==> src/fpec_consts.svh <==
// constants for the flash program/erase control block
`ifndef FPEC_CONSTS_SVH
`define FPEC_CONSTS_SVH
`define FPEC_ADDR_ERASE 16'h0094
`define FPEC_ADDR_CTL 16'h00b2
`define FPEC_ADDR_PAGE 16'h00b7
`define FPEC_ADDR_SEC 16'h2702
`define FPEC_ADDR_STAT 16'h0f00
`define FPEC_CMD_PAGE 8'h55
`define FPEC_CMD_MASS 8'haa
`define FPEC_KEY_OK 4'h2
`define FPEC_BIT_PWE 0
`define FPEC_BIT_MEEN 1
`define FPEC_BIT_PSTWR 2
`define FPEC_BIT_PEND 3
`define FPEC_BIT_LOCK 6
`define FPEC_BIT_RDE 2
`define FPEC_BIT_WRE 1
`define FPEC_PAGE_MAX 7'h3f
`define FPEC_OP_NS 40
`define FPEC_OP_CYC ((`FPEC_OP_NS + 7) / 8)
`endif

==> src/fpec_pkg.sv <==
// types for the flash program/erase control block
`default_nettype none
package fpec_pkg;
    typedef enum logic [1:0] {
        FPEC_OP_NONE = 2'h0,
        FPEC_OP_PROG = 2'h1,
        FPEC_OP_PAGE = 2'h2,
        FPEC_OP_MASS = 2'h3
    } fpec_op_t;
    typedef enum logic [2:0] {
        FPEC_ST_IDLE = 3'b001,
        FPEC_ST_WAIT = 3'b010,
        FPEC_ST_BUSY = 3'b100
    } fpec_state_t;
endpackage
`default_nettype wire

==> src/fpec_if.sv <==
// link between the flash controller and its processor-side partner
`timescale 1ns/1ns
`default_nettype none
interface fpec_if;
    import fpec_pkg::*;
    logic [15:0] addr;
    logic [7:0] wdata;
    logic wr;
    logic rd;
    logic [7:0] rdata;
    logic movx_wr;
    logic [15:0] dptr;
    logic [7:0] acc;
    logic int_en;
    logic ce_en;
    logic ce_busy;
    logic dbg_en;
    logic xram_wr;
    modport dev (input addr, wdata, wr, rd, movx_wr, dptr, acc, int_en, ce_en, ce_busy,
        dbg_en, output rdata, xram_wr);
    modport cpu (output addr, wdata, wr, rd, movx_wr, dptr, acc, int_en, ce_en, ce_busy,
        dbg_en, input rdata, xram_wr);
endinterface
`default_nettype wire

==> src/fpec_dev.sv <==
// flash program/erase sequencer with its control registers
//
// Added by the designer: the strobed register port.
`timescale 1ns/1ns
`default_nettype none
`include "fpec_consts.svh"
// Contract
// - only 0x55 or 0xaa start an erase
// - mass erase arm resets low, one-shot
// - page field bits 7:1 names page
// - pending flag; writes during it dropped
// - deferred write queued until engine busy falls
// - without deferral writes run immediately
// - store goes to flash when enabled
// - program enable clears after each byte
// - program enable writes ignored with interrupts on
// - read allowed equals not lock
// - write allowed status bit
// - key must be 2 to modify
// - lock blocks page0, code area, reads; code bars page erase there but not stores, and for reads only clears rde
module fpec_dev
(
    input wire logic clock_i,
    input wire logic arst_n_i,
    fpec_if.dev bus,
    input wire logic [6:0] code_page_i,
    output logic flash_we_o,
    output logic flash_page_erase_o,
    output logic flash_mass_erase_o,
    output logic [15:0] flash_addr_o,
    output logic [7:0] flash_data_o,
    output logic [6:0] erase_page_o,
    output logic flash_busy_o
);
    import fpec_pkg::*;
    fpec_state_t state_q, state_d;
    logic [7:0] rdata_q;
    logic xram_q;
    logic pwe_q, meen_q, pstwr_q, lock_q;
    logic [6:0] page_q;
    logic [3:0] key_q;
    logic [15:0] qaddr_q;
    logic [7:0] qdata_q;
    logic busy_dly_q;
    logic [3:0] cnt_q;
    logic we_q, pe_q, me_q;
    wire sel_erase = bus.wr && bus.addr == `FPEC_ADDR_ERASE;
    wire sel_ctl = bus.wr && bus.addr == `FPEC_ADDR_CTL;
    wire sel_page = bus.wr && bus.addr == `FPEC_ADDR_PAGE;
    wire sel_sec = bus.wr && bus.addr == `FPEC_ADDR_SEC;
    wire key_ok = key_q == `FPEC_KEY_OK;
    wire pend = state_q != FPEC_ST_IDLE;
    // locked pages: page 0 and the engine code area
    wire page_locked = lock_q && (page_q == 7'h00 || page_q >= code_page_i);
    wire rde = ~lock_q;
    wire wre = key_ok & ~lock_q;
    wire prog_req = bus.movx_wr & pwe_q;
    wire page_cmd = sel_erase && bus.wdata == `FPEC_CMD_PAGE && page_q <= `FPEC_PAGE_MAX;
    wire mass_cmd = sel_erase && bus.wdata == `FPEC_CMD_MASS && meen_q && bus.dbg_en;
    wire do_prog = prog_req & key_ok & ~pend;
    wire do_page = page_cmd & key_ok & ~pend & ~page_locked;
    wire do_mass = mass_cmd & key_ok & ~pend & ~lock_q;
    wire defer = pstwr_q & bus.ce_en;
    wire busy_fall = busy_dly_q & ~bus.ce_busy;
    wire [7:0] ctl_rd = {1'b0, lock_q, 2'b00, pend, pstwr_q, 1'b0, pwe_q};
    wire [7:0] sec_rd = {key_q, 1'b0, rde, wre, 1'b0};
    wire [7:0] rd_mux = bus.addr == `FPEC_ADDR_CTL ? ctl_rd :
        bus.addr == `FPEC_ADDR_SEC ? sec_rd :
        bus.addr == `FPEC_ADDR_STAT ? {7'h00, pend} : 8'h00;
    always_comb
    begin
        state_d = state_q;
        case (state_q)
            FPEC_ST_IDLE:
            begin
                if (do_prog && defer)
                    state_d = FPEC_ST_WAIT;
                else if (do_prog || do_page || do_mass)
                    state_d = FPEC_ST_BUSY;
            end
            FPEC_ST_WAIT:
            begin
                if (busy_fall)
                    state_d = FPEC_ST_BUSY;
            end
            FPEC_ST_BUSY:
            begin
                if (cnt_q == 4'h0)
                    state_d = FPEC_ST_IDLE;
            end
            default:
                state_d = FPEC_ST_IDLE;
        endcase
    end
    always_ff @(posedge clock_i or negedge arst_n_i)
    begin
        if (!arst_n_i)
        begin
            state_q <= FPEC_ST_IDLE;
            rdata_q <= 8'h00;
            xram_q <= 1'b0;
            pwe_q <= 1'b0;
            meen_q <= 1'b0;
            pstwr_q <= 1'b0;
            lock_q <= 1'b0;
            page_q <= 7'h00;
            key_q <= 4'h0;
            qaddr_q <= 16'h0000;
            qdata_q <= 8'h00;
            busy_dly_q <= 1'b0;
            cnt_q <= 4'h0;
            we_q <= 1'b0;
            pe_q <= 1'b0;
            me_q <= 1'b0;
        end
        else
        begin
            state_q <= state_d;
            rdata_q <= bus.rd ? rd_mux : 8'h00;
            // plain store goes to external ram
            xram_q <= bus.movx_wr & ~pwe_q;
            busy_dly_q <= bus.ce_busy;
            // enable clears after a byte, locked out under interrupts
            if (do_prog)
                pwe_q <= 1'b0;
            else if (sel_ctl && !bus.int_en)
                pwe_q <= bus.wdata[`FPEC_BIT_PWE];
            // arm consumed by any erase command
            if (sel_erase)
                meen_q <= 1'b0;
            else if (sel_ctl)
                meen_q <= bus.wdata[`FPEC_BIT_MEEN];
            if (sel_ctl)
                pstwr_q <= bus.wdata[`FPEC_BIT_PSTWR];
            if (sel_ctl)
                lock_q <= lock_q | bus.wdata[`FPEC_BIT_LOCK];
            // page field sits in bits 7:1
            if (sel_page)
                page_q <= bus.wdata[7:1];
            if (sel_sec)
                key_q <= bus.wdata[7:4];
            if (do_prog)
            begin
                qaddr_q <= bus.dptr;
                qdata_q <= bus.acc;
            end
            we_q <= 1'b0;
            pe_q <= 1'b0;
            me_q <= 1'b0;
            // immediate launch, launch on busy fall
            if ((state_q == FPEC_ST_IDLE && state_d == FPEC_ST_BUSY) ||
                (state_q == FPEC_ST_WAIT && busy_fall))
            begin
                cnt_q <= 4'(`FPEC_OP_CYC - 1);
                we_q <= do_prog | (state_q == FPEC_ST_WAIT);
                // a store in the same cycle wins, so only one strobe fires
                pe_q <= do_page & ~do_prog;
                me_q <= do_mass & ~do_prog;
            end
            else if (cnt_q != 4'h0)
                cnt_q <= cnt_q - 4'h1;
        end
    end
    assign bus.rdata = rdata_q;
    assign bus.xram_wr = xram_q;
    always_ff @(posedge clock_i or negedge arst_n_i)
    begin
        if (!arst_n_i)
        begin
            flash_we_o <= 1'b0;
            flash_page_erase_o <= 1'b0;
            flash_mass_erase_o <= 1'b0;
            flash_addr_o <= 16'h0000;
            flash_data_o <= 8'h00;
            erase_page_o <= 7'h00;
            flash_busy_o <= 1'b0;
        end
        else
        begin
            flash_we_o <= we_q;
            flash_page_erase_o <= pe_q;
            flash_mass_erase_o <= me_q;
            flash_addr_o <= qaddr_q;
            flash_data_o <= qdata_q;
            erase_page_o <= page_q;
            flash_busy_o <= pend;
        end
    end
endmodule
`default_nettype wire

==> src/flat_wrapper.sv <==
// flat-port wrapper written by rule: the top's interface ports become plain ports
module fpec_dev_flat import fpec_pkg::*;
  (clock_i, arst_n_i, code_page_i, flash_we_o, flash_page_erase_o, flash_mass_erase_o, flash_addr_o, flash_data_o, erase_page_o, flash_busy_o, bus_addr, bus_wdata, bus_wr, bus_rd, bus_movx_wr, bus_dptr, bus_acc, bus_int_en, bus_ce_en, bus_ce_busy, bus_dbg_en, bus_rdata, bus_xram_wr);
  fpec_if bus_i ();
  input wire logic clock_i;
  input wire logic arst_n_i;
  input wire logic [6:0] code_page_i;
  output logic flash_we_o;
  output logic flash_page_erase_o;
  output logic flash_mass_erase_o;
  output logic [15:0] flash_addr_o;
  output logic [7:0] flash_data_o;
  output logic [6:0] erase_page_o;
  output logic flash_busy_o;
  input wire logic [$bits(bus_i.addr)-1:0] bus_addr;
  input wire logic [$bits(bus_i.wdata)-1:0] bus_wdata;
  input wire logic [$bits(bus_i.wr)-1:0] bus_wr;
  input wire logic [$bits(bus_i.rd)-1:0] bus_rd;
  input wire logic [$bits(bus_i.movx_wr)-1:0] bus_movx_wr;
  input wire logic [$bits(bus_i.dptr)-1:0] bus_dptr;
  input wire logic [$bits(bus_i.acc)-1:0] bus_acc;
  input wire logic [$bits(bus_i.int_en)-1:0] bus_int_en;
  input wire logic [$bits(bus_i.ce_en)-1:0] bus_ce_en;
  input wire logic [$bits(bus_i.ce_busy)-1:0] bus_ce_busy;
  input wire logic [$bits(bus_i.dbg_en)-1:0] bus_dbg_en;
  output wire logic [$bits(bus_i.rdata)-1:0] bus_rdata;
  output wire logic [$bits(bus_i.xram_wr)-1:0] bus_xram_wr;
  assign bus_i.addr = bus_addr;
  assign bus_i.wdata = bus_wdata;
  assign bus_i.wr = bus_wr;
  assign bus_i.rd = bus_rd;
  assign bus_i.movx_wr = bus_movx_wr;
  assign bus_i.dptr = bus_dptr;
  assign bus_i.acc = bus_acc;
  assign bus_i.int_en = bus_int_en;
  assign bus_i.ce_en = bus_ce_en;
  assign bus_i.ce_busy = bus_ce_busy;
  assign bus_i.dbg_en = bus_dbg_en;
  assign bus_rdata = bus_i.rdata;
  assign bus_xram_wr = bus_i.xram_wr;
  fpec_dev u_core (.clock_i(clock_i), .arst_n_i(arst_n_i), .bus(bus_i), .code_page_i(code_page_i), .flash_we_o(flash_we_o), .flash_page_erase_o(flash_page_erase_o), .flash_mass_erase_o(flash_mass_erase_o), .flash_addr_o(flash_addr_o), .flash_data_o(flash_data_o), .erase_page_o(erase_page_o), .flash_busy_o(flash_busy_o));
endmodule
==> config.mk <==
export PLATFORM = sky130hd
export DESIGN_NAME = fpec_dev_flat
export DESIGN_NICKNAME = d
export VERILOG_FILES = /design/src/fpec_pkg.sv /design/src/fpec_if.sv /design/src/fpec_dev.sv /design/src/flat_wrapper.sv
export VERILOG_INCLUDE_DIRS = /design/src
export SDC_FILE = /design/constraint.sdc
export NUM_CORES = 1
export LEC_CHECK = 0
export BUFFER_PORTS_ARGS = -buffer_cell sky130_fd_sc_hd__buf_2
export CORE_ASPECT_RATIO = 1.2
export CORE_MARGIN = 2
export CORE_UTILIZATION = 40
export DETAILED_ROUTE_END_ITERATION = 10
export REMOVE_ABC_BUFFERS = 1
export SETUP_SLACK_MARGIN = 0.15
export SYNTH_ARGS = -nofsm -noshare
export SYNTH_HDL_FRONTEND = slang
export SYNTH_SLANG_ARGS = --single-unit
==> constraint.sdc <==
create_clock -name clock_i -period 5.2 [get_ports clock_i]
set_input_delay 0.52 -clock clock_i [delete_from_list [all_inputs] [get_ports clock_i]]
set_output_delay 0.52 -clock clock_i [all_outputs]
set_load 0.02 [all_outputs]
==> impl_metrics.csv <==
group,metric,value,unit
sta,hold_slack,0.1411,ns
worst_setup_path,critical-path-max-stage-delay,0.56,ns
sta,final_hold_viol_count,0,
drt,detailroute.via_count,2417,
synthesis,synth_flop_cell,"dfrtp_1",
die,floorplan.rows,37,
power_and_ir_drop,max-vdd-ir-drop,0.1387,mV
sta,max_slew.worst_pin.slew,0.6069,ns
worst_setup_path,cp.buffers_inverters,1,
cts,tritoncts,"built",
cts,postCtsSetupRepairBufs,0,
synthesis,synth.yosys.warnings,0,
power_and_ir_drop,power.density_cell_area,279.3,mW/mm2
synthesis,ys_seq_area_share,65.45,%
sta,slew-limit-headroom,59.54,%
sta,min_period,2.284,ns
cts,htreeDepth,3,
worst_setup_path,timing_worst_setup_path_type,"reg -> reg",
cts,postCtsHoldBufs,0,
die,initial_core_utilization,41.54,%
synthesis,number_of_enable_type_register_cells_in_the_synthesized_netlist,0,
die,die_h,107.9,um
synthesis,post-synth-top-area-fraction,64.72,%
cts,tritoncts_num_sinks,94,
sta,timing.setup.tns,0,ns
cts,clock_latency_late_sink,0.35,ns
grt,pin_count_of_the_biggest_net_entering_global_routing,52,
drt,detail_route.first_pass.iterations,4,
hold_path,timing.hold.worst.class,"in -> async",
synthesis,yosys-top-cells-area,"dfrtp_1 65%, mux2_2 11%, ha_1 2.8%, nor2_1 1.8%, inv_1 1.5%",
sta,max_freq,0.4379,GHz
placed_design,place_worst_setup_slack,2.722,ns
cts,number_of_resized_instances_in_the_post_cts_repair_step,0,
die,die_x,90.56,um
finish,antennaDiodeCount,0,
drt,route.detailed.drc,0,
synthesis,synth_cell_type_count,44,
worst_setup_path,timing.critical_path.depth,7,
synthesis,synth_seq_cells,94,
worst_setup_path,cp.arrival,2.58,ns
worst_setup_path,critical_path.reg2reg.startpoint,"u_core.state_q[0]",
grt,first_pass_grt_wire_length,11920,um
die,coreArea,0.008657,mm2
worst_setup_path,path_delay_family,"simple AND/OR/NAND/NOR gates",
drt,totalWireLength,7038,um
synthesis,post_synth_inst_count,260,
sta,setup_ws,2.916,ns
run_status,outcome,"finished, final reports clean",
grt,track_usage,15.42,%
synthesis,synth_top_area_cell,"dfrtp_1",
finish,area.growth.synth_to_final,24.29,%
die,io-pin-count,108,
placed_design,io_buffer_count,107,
grt,number_of_antenna_violations_at_the_first_check_in_global_routing,0,
finish,final_layout_size_suffix_gt1_share,45.03,%
cts,max-clock-path-buffers,2,
worst_setup_path,required_time_at_the_worst_slack_endpoint,5.50,ns
synthesis,synth.cell_area,0.003596,mm2
placed_design,place_congestion,0.7940,
worst_setup_path,crit_chain,"nor3b_2, inv_1, nor2_1, nand4_1, a21oi_1, a2bb2oi_2, or2_1",
drt,wl_per_cell,14.10,um
finish,final_net_count,449,
sta,finalSetupViolations,0,
drt,avgViaCountPerCell,4.844,
die,die_footprint,0.009768,mm2
power_and_ir_drop,power_leakage,2.460,nW
cts,buffer_cell_driving_the_clock_tree_root,"clkbuf_8",
job,drv.max_cap_violation_count,0,
drt,dr.first_iter.drc_count,61,
cts,cts_buffers,9,
placed_design,detailed_place_hpwl,5208,um
sta,slew_viol_final,0,
worst_setup_path,path_max_fanout,5,
worst_setup_path,critical_path_cell_with_the_highest_stage_delay,"dfstp_2",
worst_setup_path,worst_r2r_path_depth,7,
grt,global_route.overflow_total,0,
sta,layout_worst_path_cycle_share,43.92,%
drt,antenna_violating_nets_post_route,0,
sta,rsz0062_at_grt,"false",
worst_setup_path,ff2ff_setup_slack,2.92,ns
worst_setup_path,rr_endpoint,"u_core.state_q[2]",
worst_setup_path,endpoint_kind,"flip-flop",
grt,grt_pass1_vias,2510,
synthesis,synthesis.area_per_instance,13.83,um2
sta,clock_skew,0.006135,ns
cts,clk_pin_slew_worst_paths,0.10,ns
worst_setup_path,kind_of_launch_point_of_the_worst_setup_path,"flip-flop",
synthesis,asyncSetResetFlopFracSynth,100.0,%
[metrics by stage]
step	cell area (um2)	utilization, %	instances	power, W
CTS	4469	51.63	499	0.001266
global placement	4278	49.41	483	0.0008021
finish	4469	51.63	499	0.001248
detailed placement	4278	49.41	483	0.0008025
global route	4469	51.63	499	0.001301
floorplan	3578	-	257	0.0007561
[power by group]
group	switching, W	total (W)	internal, W
logic	0.0000317	0.0000549	0.0000232
registers	0.000000341	0.000732	0.000731
clock network	0.000276	0.000462	0.000186
total	0.000308	0.00125	0.000941
[cells in the final DEF (no fill, tap or decap), types with 7 or more instances in the layout]
cell type / instances
dfrtp_1: 93
clkbuf_8: 9
ha_1: 8
nor2_1: 17
nor3_1: 7
nand3_1: 8
mux2_2: 35
inv_1: 14
buf_2: 106
nand2_1: 10
[worst max path at each step]
stage,from,endpoint,slack [ns]
5_1_grt,u_core.state_q[0],u_core.state_q[2],2.74
3_3_place_gp,bus_addr[9],u_core.page_q[1],2.74
2_1_floorplan,bus_addr[9],u_core.page_q[1],3.02
4_1_cts,u_core.state_q[0],u_core.state_q[2],2.94
3_5_place_dp,bus_addr[9],u_core.page_q[4],2.72
6_report,u_core.state_q[0],u_core.state_q[2],2.92
[final cells by class]
type	instances	area [um2]
sequential	94	2354
tap	117	146.4
inverter	14	52.55
clock inverter	7	67.56
fill	800	4188
clock buffer	9	123.9
timing repair buffer	109	553.0
multi-input combinational	149	1172
[cell usage after synthesis, drive strengths merged, types with 3 or more instances]
cell	number
a21oi	6
and3	4
buf	3
dfrtp	93
ha	8
inv	14
mux2	35
mux2i	3
nand2	10
nand2b	4
nand3	8
nand4	3
nor2	17
nor2b	3
nor3	8
nor3b	3
nor4	4
o21ai	5
o22ai	3
or4	4
[state kept, by name, summed over array words and instances (netlist names), 7 cells and up]
signal	count
u_core.flash_data_o	8
u_core.bus.rdata	8
u_core.page_q	7
u_core.erase_page_o	7
u_core.qdata_q	8
u_core.qaddr_q	16
u_core.flash_addr_o	16
[metal layers]
| layer | wire [um] | global-route usage, % | vias up |
|---|---|---|---|
| met4 | 117 | 5.714 | 0 |
| met5 | 0 | 0 | - |
| met3 | 415 | 3.221 | 13 |
| met1 | 3215 | 20.06 | 1171 |
| li1 | - | - | 1150 |
| met2 | 3290 | 25.59 | 83 |
[kinds of logic after synthesis]
| family | share of synthesized area (%) |
|---|---|
| AOI/OAI and AO/OA | 4.419 |
| muxes | 11.80 |
| and+or+nand+nor | 13.36 |
| buffers and inverters | 1.949 |
| xor gates and xnor gates | 0.2436 |
| adders and majority gates | 2.784 |
| DFF | 65.45 |
(Power assumes the default switching activity.)
